[config.mk]
export PLATFORM = sky130hd
export DESIGN_NAME = usf_status_flags
export DESIGN_NICKNAME = d
export VERILOG_FILES = /design/src/usf_pkg.sv /design/src/usf_status_flags.sv /design/src/usf_noise_vote.sv
export SDC_FILE = /design/constraint.sdc
export NUM_CORES = 1
export LEC_CHECK = 0
export ABC_AREA = 1
export BUFFER_PORTS_ARGS = -buffer_cell sky130_fd_sc_hd__buf_2
export CORE_UTILIZATION = 44
export CTS_CLUSTER_DIAMETER = 200
export CTS_CLUSTER_SIZE = 14
export DETAILED_ROUTE_END_ITERATION = 10
export PLACE_DENSITY = 0.85
export REMOVE_ABC_BUFFERS = 1
export SYNTH_ARGS = -nofsm -noshare
export SYNTH_HDL_FRONTEND = slang
export SYNTH_SLANG_ARGS = --single-unit
[constraint.sdc]
create_clock -name i_clk -period 1.3 [get_ports i_clk]
set_clock_uncertainty 0.2 [all_clocks]
set_input_delay 0.13 -clock i_clk [delete_from_list [all_inputs] [get_ports i_clk]]
set_output_delay 0.13 -clock i_clk [all_outputs]
set_load 0.02 [all_outputs]
[src/usf_pkg.sv]
/*
  Constants for the serial status-flag block: register offsets, flag bit
  positions, control field positions and character timing counts.
  Assumes a byte-addressed classic Wishbone slave with 32-bit data.
*/
package usf_pkg;
  // Register byte offsets
  localparam logic [7:0] USF_OFS_STATUS = 8'h00;
  localparam logic [7:0] USF_OFS_DATA = 8'h04;
  localparam logic [7:0] USF_OFS_CTRL = 8'h08;
  // Status flag bit positions
  localparam int USF_B_TX_BUFFER_EMPTY = 7;
  localparam int USF_B_TC = 6;
  localparam int USF_B_RX_BUFFER_FULL = 5;
  localparam int USF_B_IDLE = 4;
  localparam int USF_B_OVR = 3;
  localparam int USF_B_NF = 2;
  localparam int USF_B_FE = 1;
  localparam int USF_B_PF = 0;
  // Control register field positions
  localparam int USF_C_TXON = 0;
  localparam int USF_C_BRK = 1;
  localparam int USF_C_PAR_EN = 2;
  localparam int USF_C_PAR_ODD = 3;
  localparam int USF_C_CHAR9 = 4;
  localparam int USF_C_ILT = 5;
  // Reset values
  localparam logic [7:0] USF_CTRL_RST = 8'h00;
  localparam logic [31:0] USF_DAT_ZERO = 32'h00000000;
  // Idle bit-time counts for 8-bit and 9-bit characters
  localparam logic [3:0] USF_IDLE_BITS8 = 4'hA;
  localparam logic [3:0] USF_IDLE_BITS9 = 4'hB;
  localparam logic [3:0] USF_CNT_ONE = 4'h1;
  localparam logic [3:0] USF_CNT_ZERO = 4'h0;
endpackage

[src/usf_status_flags.sv]
/*
  Status flags of an asynchronous serial interface with a Wishbone
  classic register slave: status, data buffer and control registers.
  Assumes the transmit and receive shifters outside hand over events
  as one-cycle pulses on i_clk, and bit ticks come from a divider.
*/
// Added by the designer: the register offsets and register access over Wishbone.
`timescale 1ns/100ps
`default_nettype none
module usf_status_flags
  import usf_pkg::*;
(
  input wire logic i_clk,
  input wire logic i_resetn,
  input wire logic i_wb_cyc,
  input wire logic i_wb_stb,
  input wire logic i_wb_we,
  input wire logic [7:0] i_wb_adr,
  input wire logic [3:0] i_wb_sel,
  input wire logic [31:0] i_wb_dat,
  output logic [31:0] o_wb_dat,
  output logic o_wb_ack,
  input wire logic i_tx_load,
  input wire logic i_tx_busy,
  output logic [7:0] o_tx_data,
  output logic o_tx_wr,
  output logic o_tx_on,
  output logic o_break_req,
  output logic o_char9,
  input wire logic i_rxd,
  input wire logic i_bit_tick,
  input wire logic i_start_det,
  input wire logic i_stop_done,
  input wire logic i_smp_valid,
  input wire logic i_smp_start,
  input wire logic [6:0] i_smps,
  input wire logic i_rx_char,
  input wire logic [7:0] i_rx_data,
  input wire logic i_rx_par_bit,
  input wire logic i_rx_stop_low
);
  // Bus state
  logic ack_r;
  logic ack_nxt;
  logic [31:0] rdat_r;
  logic [31:0] rdat_nxt;
  // Control and data registers
  logic [7:0] ctl_r;
  logic [7:0] tx_data_r;
  logic tx_wr_r;
  logic [7:0] rx_data_r;
  // Status flags and their clear arming
  logic tx_buffer_empty_r, tc_r, rx_buffer_full_r, idle_r, ovr_r, nf_r, fe_r, pf_r;
  logic [7:0] arm_r;
  logic [7:0] arm_nxt;
  // Transmit work queued but not yet started
  logic queue_r;
  // Idle line tracking
  logic [3:0] idle_cnt_r;
  logic idle_en_r;
  logic idle_allow_r;
  // Noise accumulated over the character
  logic noise_acc_r;
  logic noisy_now;

  // Bus decode
  wire bus_req = i_wb_cyc & i_wb_stb;
  wire bus_fire = bus_req & ack_r;
  wire wr_fire = bus_fire & i_wb_we & i_wb_sel[0];
  wire rd_fire = bus_fire & ~i_wb_we;
  wire sel_stat = (i_wb_adr == USF_OFS_STATUS);
  wire sel_data = (i_wb_adr == USF_OFS_DATA);
  wire sel_ctl = (i_wb_adr == USF_OFS_CTRL);
  wire stat_rd = rd_fire & sel_stat;
  wire data_wr = wr_fire & sel_data;
  wire data_rd = rd_fire & sel_data;
  wire ctl_wr = wr_fire & sel_ctl;
  wire [7:0] wdat = i_wb_dat[7:0];

  // Transmit-side actions that start new work
  wire tx_on_rise = ctl_wr & wdat[USF_C_TXON] & ~ctl_r[USF_C_TXON];
  wire brk_wr = ctl_wr & wdat[USF_C_BRK];
  wire tc_act = data_wr | tx_on_rise | brk_wr;

  // Live status word
  wire [7:0] stat = {tx_buffer_empty_r, tc_r, rx_buffer_full_r, idle_r,
                     ovr_r, nf_r, fe_r, pf_r};

  // Clear strobes, each gated by the armed bit
  wire clr_tx_buffer_empty = data_wr & arm_r[USF_B_TX_BUFFER_EMPTY];
  wire clr_tc = tc_act & arm_r[USF_B_TC];
  wire clr_rx_buffer_full = data_rd & arm_r[USF_B_RX_BUFFER_FULL];
  wire clr_idle = data_rd & arm_r[USF_B_IDLE];
  wire clr_ovr = data_rd & arm_r[USF_B_OVR];
  wire clr_nf = data_rd & arm_r[USF_B_NF];
  wire clr_fe = data_rd & arm_r[USF_B_FE];
  wire clr_pf = data_rd & arm_r[USF_B_PF];

  // Set events
  // Work queued in this very cycle holds done off, so that an armed
  // clear is not undone by a set that sees the old idle state
  wire tc_set = tx_buffer_empty_r & ~i_tx_busy & ~queue_r & ~tc_act;
  // Character lands only when the buffer is free
  wire rx_take = i_rx_char & ~rx_buffer_full_r;
  wire ovr_set = i_rx_char & rx_buffer_full_r;
  wire par_exp = (^i_rx_data) ^ ctl_r[USF_C_PAR_ODD];
  wire par_bad = ctl_r[USF_C_PAR_EN] & (i_rx_par_bit != par_exp);
  wire noise_hit = noise_acc_r | (i_smp_valid & noisy_now);
  // Character time in bit times follows the length setting
  wire [3:0] idle_lim = ctl_r[USF_C_CHAR9] ? USF_IDLE_BITS9
                                           : USF_IDLE_BITS8;
  wire idle_hit = i_bit_tick & i_rxd & idle_en_r &
                  (idle_cnt_r == idle_lim - USF_CNT_ONE);
  wire idle_set = idle_hit & idle_allow_r;

  // Sample voter for the current bit
  usf_noise_vote u_vote (
    .i_smps(i_smps),
    .i_start_bit(i_smp_start),
    .o_noisy(noisy_now)
  );

  // Ack one cycle after the request, dropped the cycle after
  assign ack_nxt = bus_req & ~ack_r;

  // Read mux, unmapped offsets read as zero
  assign rdat_nxt = sel_stat ? {24'h000000, stat} :
                    sel_data ? {24'h000000, rx_data_r} :
                    sel_ctl ? {24'h000000, ctl_r} : USF_DAT_ZERO;

  // A status read arms exactly the flags it returned; data
  // accesses consume the arms that they used
  assign arm_nxt = stat_rd ? rdat_r[7:0] :
                   arm_r & ~{data_wr, tc_act, {6{data_rd}}};

  // Bus slave registers
  always_ff @(posedge i_clk or negedge i_resetn) begin
    if (!i_resetn) begin
      ack_r <= 1'b0;
      rdat_r <= USF_DAT_ZERO;
    end else begin
      ack_r <= ack_nxt;
      // Data is captured with the ack and held while it stands
      rdat_r <= ack_nxt ? rdat_nxt : USF_DAT_ZERO;
    end
  end

  // Control register; writes to status change nothing
  always_ff @(posedge i_clk or negedge i_resetn) begin
    if (!i_resetn) begin
      ctl_r <= USF_CTRL_RST;
    end else if (ctl_wr) begin
      ctl_r <= wdat;
    end
  end

  // Transmit buffer write, one-cycle strobe to the shifter
  always_ff @(posedge i_clk or negedge i_resetn) begin
    if (!i_resetn) begin
      tx_data_r <= 8'h00;
      tx_wr_r <= 1'b0;
    end else begin
      tx_wr_r <= data_wr;
      if (data_wr) begin
        tx_data_r <= wdat;
      end
    end
  end

  // Clear arming
  always_ff @(posedge i_clk or negedge i_resetn) begin
    if (!i_resetn) begin
      arm_r <= 8'h00;
    end else begin
      arm_r <= arm_nxt;
    end
  end

  // Queued work holds done low until the transmitter picks it up;
  // without it, done would re-set before busy could rise
  always_ff @(posedge i_clk or negedge i_resetn) begin
    if (!i_resetn) begin
      queue_r <= 1'b0;
    end else if (i_tx_busy) begin
      queue_r <= 1'b0;
    end else if (tc_act) begin
      queue_r <= 1'b1;
    end
  end

  // Transmit flags, set wins over clear
  always_ff @(posedge i_clk or negedge i_resetn) begin
    if (!i_resetn) begin
      tx_buffer_empty_r <= 1'b1;
      tc_r <= 1'b1;
    end else begin
      tx_buffer_empty_r <= i_tx_load | (tx_buffer_empty_r & ~clr_tx_buffer_empty);
      tc_r <= tc_set | (tc_r & ~clr_tc);
    end
  end

  // Receive buffer; an overrun character leaves it untouched
  always_ff @(posedge i_clk or negedge i_resetn) begin
    if (!i_resetn) begin
      rx_data_r <= 8'h00;
    end else if (rx_take) begin
      rx_data_r <= i_rx_data;
    end
  end

  // Receive flags; noise, framing and parity bits only follow characters taken
  always_ff @(posedge i_clk or negedge i_resetn) begin
    if (!i_resetn) begin
      rx_buffer_full_r <= 1'b0;
      ovr_r <= 1'b0;
      nf_r <= 1'b0;
      fe_r <= 1'b0;
      pf_r <= 1'b0;
    end else begin
      rx_buffer_full_r <= rx_take | (rx_buffer_full_r & ~clr_rx_buffer_full);
      ovr_r <= ovr_set | (ovr_r & ~clr_ovr);
      nf_r <= (rx_take & noise_hit) | (nf_r & ~clr_nf);
      fe_r <= (rx_take & i_rx_stop_low) | (fe_r & ~clr_fe);
      pf_r <= (rx_take & par_bad) | (pf_r & ~clr_pf);
    end
  end

  // Noise collects over every bit; a start bit restarts it
  always_ff @(posedge i_clk or negedge i_resetn) begin
    if (!i_resetn) begin
      noise_acc_r <= 1'b0;
    end else if (i_smp_valid) begin
      noise_acc_r <= (i_smp_start ? 1'b0 : noise_acc_r) | noisy_now;
    end
  end

  // Idle counting enable by the count-after-stop setting
  always_ff @(posedge i_clk or negedge i_resetn) begin
    if (!i_resetn) begin
      idle_en_r <= 1'b0;
    end else if (i_start_det) begin
      idle_en_r <= ~ctl_r[USF_C_ILT];
    end else if (i_stop_done) begin
      idle_en_r <= 1'b1;
    end
  end

  // Idle bit counter; any low bit restarts it
  always_ff @(posedge i_clk or negedge i_resetn) begin
    if (!i_resetn) begin
      idle_cnt_r <= USF_CNT_ZERO;
    end else if (i_start_det) begin
      idle_cnt_r <= USF_CNT_ZERO;
    end else if (i_stop_done & ctl_r[USF_C_ILT]) begin
      // Stop bit and trailing highs do not count
      idle_cnt_r <= USF_CNT_ZERO;
    end else if (i_bit_tick) begin
      if (!i_rxd) begin
        idle_cnt_r <= USF_CNT_ZERO;
      end else if (idle_en_r && idle_cnt_r != idle_lim) begin
        idle_cnt_r <= idle_cnt_r + USF_CNT_ONE;
      end
    end
  end

  // Quiet flag fires once per received character
  always_ff @(posedge i_clk or negedge i_resetn) begin
    if (!i_resetn) begin
      idle_allow_r <= 1'b0;
      idle_r <= 1'b0;
    end else begin
      if (rx_take) begin
        idle_allow_r <= 1'b1;
      end else if (idle_set) begin
        idle_allow_r <= 1'b0;
      end
      idle_r <= idle_set | (idle_r & ~clr_idle);
    end
  end

  // Outputs straight from flip-flops
  assign o_wb_ack = ack_r;
  assign o_wb_dat = rdat_r;
  assign o_tx_data = tx_data_r;
  assign o_tx_wr = tx_wr_r;
  assign o_tx_on = ctl_r[USF_C_TXON];
  assign o_break_req = ctl_r[USF_C_BRK];
  assign o_char9 = ctl_r[USF_C_CHAR9];
endmodule
`default_nettype wire

[src/usf_noise_vote.sv]
/*
  Sample agreement checker for one received bit.
  Assumes the receiver presents seven samples for the start bit and
  three samples, in the low bits, for every data and stop bit.
*/
`timescale 1ns/100ps
`default_nettype none
module usf_noise_vote (
  input wire logic [6:0] i_smps,
  input wire logic i_start_bit,
  output logic o_noisy
);
  // Samples that take part in the vote
  logic [6:0] use_mask;
  // Per-sample difference from the first sample
  logic [6:0] differs;

  // Start bit uses all seven, other bits only three
  assign use_mask = i_start_bit ? 7'h7F : 7'h07;

  genvar g;
  generate
    for (g = 0; g < 7; g = g + 1) begin : g_cmp
      assign differs[g] = use_mask[g] & (i_smps[g] ^ i_smps[0]);
    end
  endgenerate

  // Any disagreement within the bit marks it noisy
  assign o_noisy = |differs;
endmodule
`default_nettype wire

==> results by group <==
Yosys
  • Post-Synth XOR/XNOR Area: 1.77%
  • Sequential share of the synthesized area: 48.8%
  • Synthesized cell area: 2980 sq um
  • Synth Area per Inst: 8.38 sq um
  • Adder-Cell Fraction of Synth Area: 0.420%
  • Synth Area in Compound Gates: 10.2%
  • Mux cell area share after synthesis: 0%
  • Cell variety after synth: 32
  • Largest family of logic cells by synthesized area: simple AND/OR/NAND/NOR gates
  • Async SR Flop Fraction: 100%
  • Ys flop type: dfrtp_1
  • Post-synth EDFFs: 0
  • Synth Area in Simple Gates: 28.2%
  • Synth Instances: 355
  • Synth Register Bits: 58
  • Number of synthesis warnings: 0

Global routing
  • First-pass GRT wire length: 14.6 mm
  • Gr ovfl total: 0
  • Largest net degree at the start of global routing: 32
  • Vias in the first global route: 3050
  • Tot GR Track Use: 27.0%
  • Initial antenna violation count: 0

Clock tree
  • Clk root buf: clkbuf_8
  • TritonCTS clock tree: built
  • Clock transition at the registers of the reported paths: 80 ps
  • Num CTS Buffers: 9
  • Clock Sinks: 58
  • Hold bufs inserted after CTS: 31
  • Clock latency on the worst-skew pair: 350 ps
  • H-tree depth: 3
  • Max Root-Sink Buffers: 2

Die
  • Die height: 84.3 um
  • Starting Density: 46.3%
  • Core Region: 6420 sq um
  • Die X: 84.3 um
  • # rows: 29
  • DIE AREA: 7100 sq um
  • I/O pins: 120

Placed design
  • DP HPWL: 5.48 mm
  • Routability congestion estimate: 0.827
  • Placed Instances: 527
  • Port Buffer Count: 68

Status
  • Failing checks: DRC, hold timing, setup timing
  • Status: finished with violations

Power
  • Max IR drop VDD: 0.000613 V
  • LEAKAGE: 2.39 nW
  • Combinational Power Share: 13.8%
  • Psw: 1.16 mW
  • Power Total: 4.28 mW
  • Pwr Density: 933 nW/um^2
  • Clock Power Share: 39.7%
  • Sequential fraction of design power: 46.5%
  • Sw Ratio: 27.2%
  • P_int: 3.12 mW

Route
  • Vias: 3118
  • Detailed-route wire length per cell: 16.4 um
  • Iteration-0 DRC Markers: 293
  • Antenna Violating Nets Remaining: 0
  • DRC viols: 8
  • First-pass DRT Iterations: 9
  • Via density: 5.28
  • WL final: 9.70 mm

STA
  • Tmin final: 1500 ps
  • RSZ-0062 raised after global routing: yes
  • Pins Over Slew Limit: 0
  • Setup ws final: -205 ps
  • WHS: -29.5 ps
  • Fmax achieved: 665 MHz
  • Final Hold Viols: 1
  • Setup violators final: 49
  • Final critical-path share of the clock period: 116%

Setup path
  • Critical Path RT: 1340 ps
  • Critical setup path kind: reg2reg
  • Worst setup SP type: register
  • Setup crit end kind: register
  • CP Max Fanout: 2
  • CP arrival: 1540 ps
  • Reg2Reg Setup Slack: -200 ps

Final layout
  • Final Non-Filler Cells: 591
  • Layout area overhead: 54.0%
  • Inserted Diodes: 0
  • Share of cells above drive strength 1: 43.4%
  • Net count, final: 585
  • Filler Cell Count: 417

Hold path
  • HP Class: in2reg

Run
  • Max cap viols: 0
## critical path, cell delays in order, from the launching register on
cell and delay [ps]:
dfrtp_1 420, inv_2 80, nand2_2 80, nor4_4 360
buf_4 200, o21ai_2 60
## power groups by stage
stage | Sequential [mW] | Clock (mW) | Combinational [mW]
5_1_grt | 2.00 | 1.77 | 0.647
4_1_cts | 1.98 | 1.66 | 0.541
6_report | 1.99 | 1.70 | 0.592
3_3_place_gp | 2.00 | 0 | 0.428
3_5_place_dp | 2.01 | 0 | 0.449
2_1_floorplan | 1.99 | 0 | 0.238
## metrics by stage
stage / utilization, % / hold slack [ps] / setup TNS, ps / setup WS [ps] / instance area, sq um
final: 71.4 / -29.5 / -6810 / -205 / 4580
after global routing: 71.4 / -2.21 / -9320 / -243 / 4580
after CTS: 68.2 / -24.8 / -4650 / -160 / 4380
after detailed placement: 55.5 / -236 / -6130 / -210 / 3560
after global placement: 55.5 / -237 / -4560 / -147 / 3560
after floorplan: - / -366 / -7200 / -315 / 2840
## flip-flops by register name (all words and copies together), names as in the netlist
name / cells
o_tx_wr: 1
idle_cnt_r: 4
idle_en_r: 1
o_wb_dat: 8
o_wb_ack: 1
arm_r: 8
ovr_r: 1
o_tx_data: 8
noise_acc_r: 1
idle_allow_r: 1
ctl_r: 8
pf_r: 1
nf_r: 1
tc_r: 1
queue_r: 1
rx_buffer_full_r: 1
tx_buffer_empty_r: 1
rx_data_r: 8
idle_r: 1
fe_r: 1
## routing by layer
layer  wire length [um]  part of all wire (%)  vias up  global-route usage [%]
li1                   -                     -     1410                       -
met1               3580                    37     1501                    30.3
met2               5050                    52      163                    47.8
met3                640                   6.6       44                    5.80
met4                424                   4.4        0                    14.9
met5                  0                     0        -                       0
## kinds of logic after synthesis
group,Yosys count
adder cells (fa/ha/maj),1
buffers and inverters,52
other,1
XOR/XNOR,6
flip-flops,58
AND/OR/NAND/NOR,184
AO/OA/AOI/OAI,53
## cell type report
| type | count | area [sq um] | share of cell area, % |
|---|---|---|---|
| Sequential cell | 58 | 1460 | 31.8 |
| Inverter | 22 | 87.6 | 1.91 |
| Multi-Input combinational cell | 268 | 1580 | 34.5 |
| Timing Repair Buffer | 150 | 1160 | 25.3 |
| Tap cell | 77 | 96.3 | 2.10 |
| Clock inverter | 1 | 5.00 | 0.109 |
| Clock buffer | 15 | 196 | 4.28 |
## Yosys cell counts (3+ instances only)
| library cell | number | share of area, % |
|---|---|---|
| buf_4 | 26 | 6.6 |
| inv_1 | 20 | 2.5 |
| nand2_2 | 3 | 0.63 |
| a21oi_1 | 20 | 3.4 |
| nor2_2 | 5 | 1.1 |
| nand3b_1 | 3 | 0.76 |
| nand3_1 | 20 | 3.4 |
| nand2_1 | 121 | 15 |
| dfrtp_1 | 56 | 47 |
| nor2_1 | 15 | 1.9 |
| o21ai_0 | 22 | 3.7 |
| a21oi_2 | 6 | 1.8 |
| nand4_1 | 3 | 0.63 |
| xor2_1 | 3 | 0.88 |
| xnor2_1 | 3 | 0.88 |
| nand3_2 | 4 | 1.3 |
## what timing repair did
action	CTS	global route
endpoints found under the setup margin	40	54
hold endpoints to repair	94	1
gates cloned	1	1
buffers inserted	11	4
pin swaps	16	17
gates resized for setup	61	57
## placed cells by master, fill, tap and decap left out, types with 14 or more instances in the layout
cell type / netlist / final
conb_1: 1 / 24
nand2_2: 3 / 31
buf_4: 26 / 33
inv_1: 20 / 16
buf_6: 2 / 16
nand2_1: 121 / 89
a21oi_1: 20 / 17
dlygate4sd3_1: 0 / 29
clkbuf_8: 0 / 14
buf_2: 2 / 66
dfrtp_1: 56 / 54
## final timing paths
check                                    from      endpoint  depth (start not counted)
min in group asynchronous            i_resetn  idle_allow_r                          3
max in group asynchronous            i_resetn      o_wb_ack                          3
worst max-delay path            idle_cnt_r[2]  idle_allow_r                          5
worst min-delay path                i_smps[0]   noise_acc_r                          5
worst min register to register           tc_r          tc_r                          2
worst max register to register  idle_cnt_r[2]  idle_allow_r                          5
No activity file was read; power rests on OpenSTA's default activity.
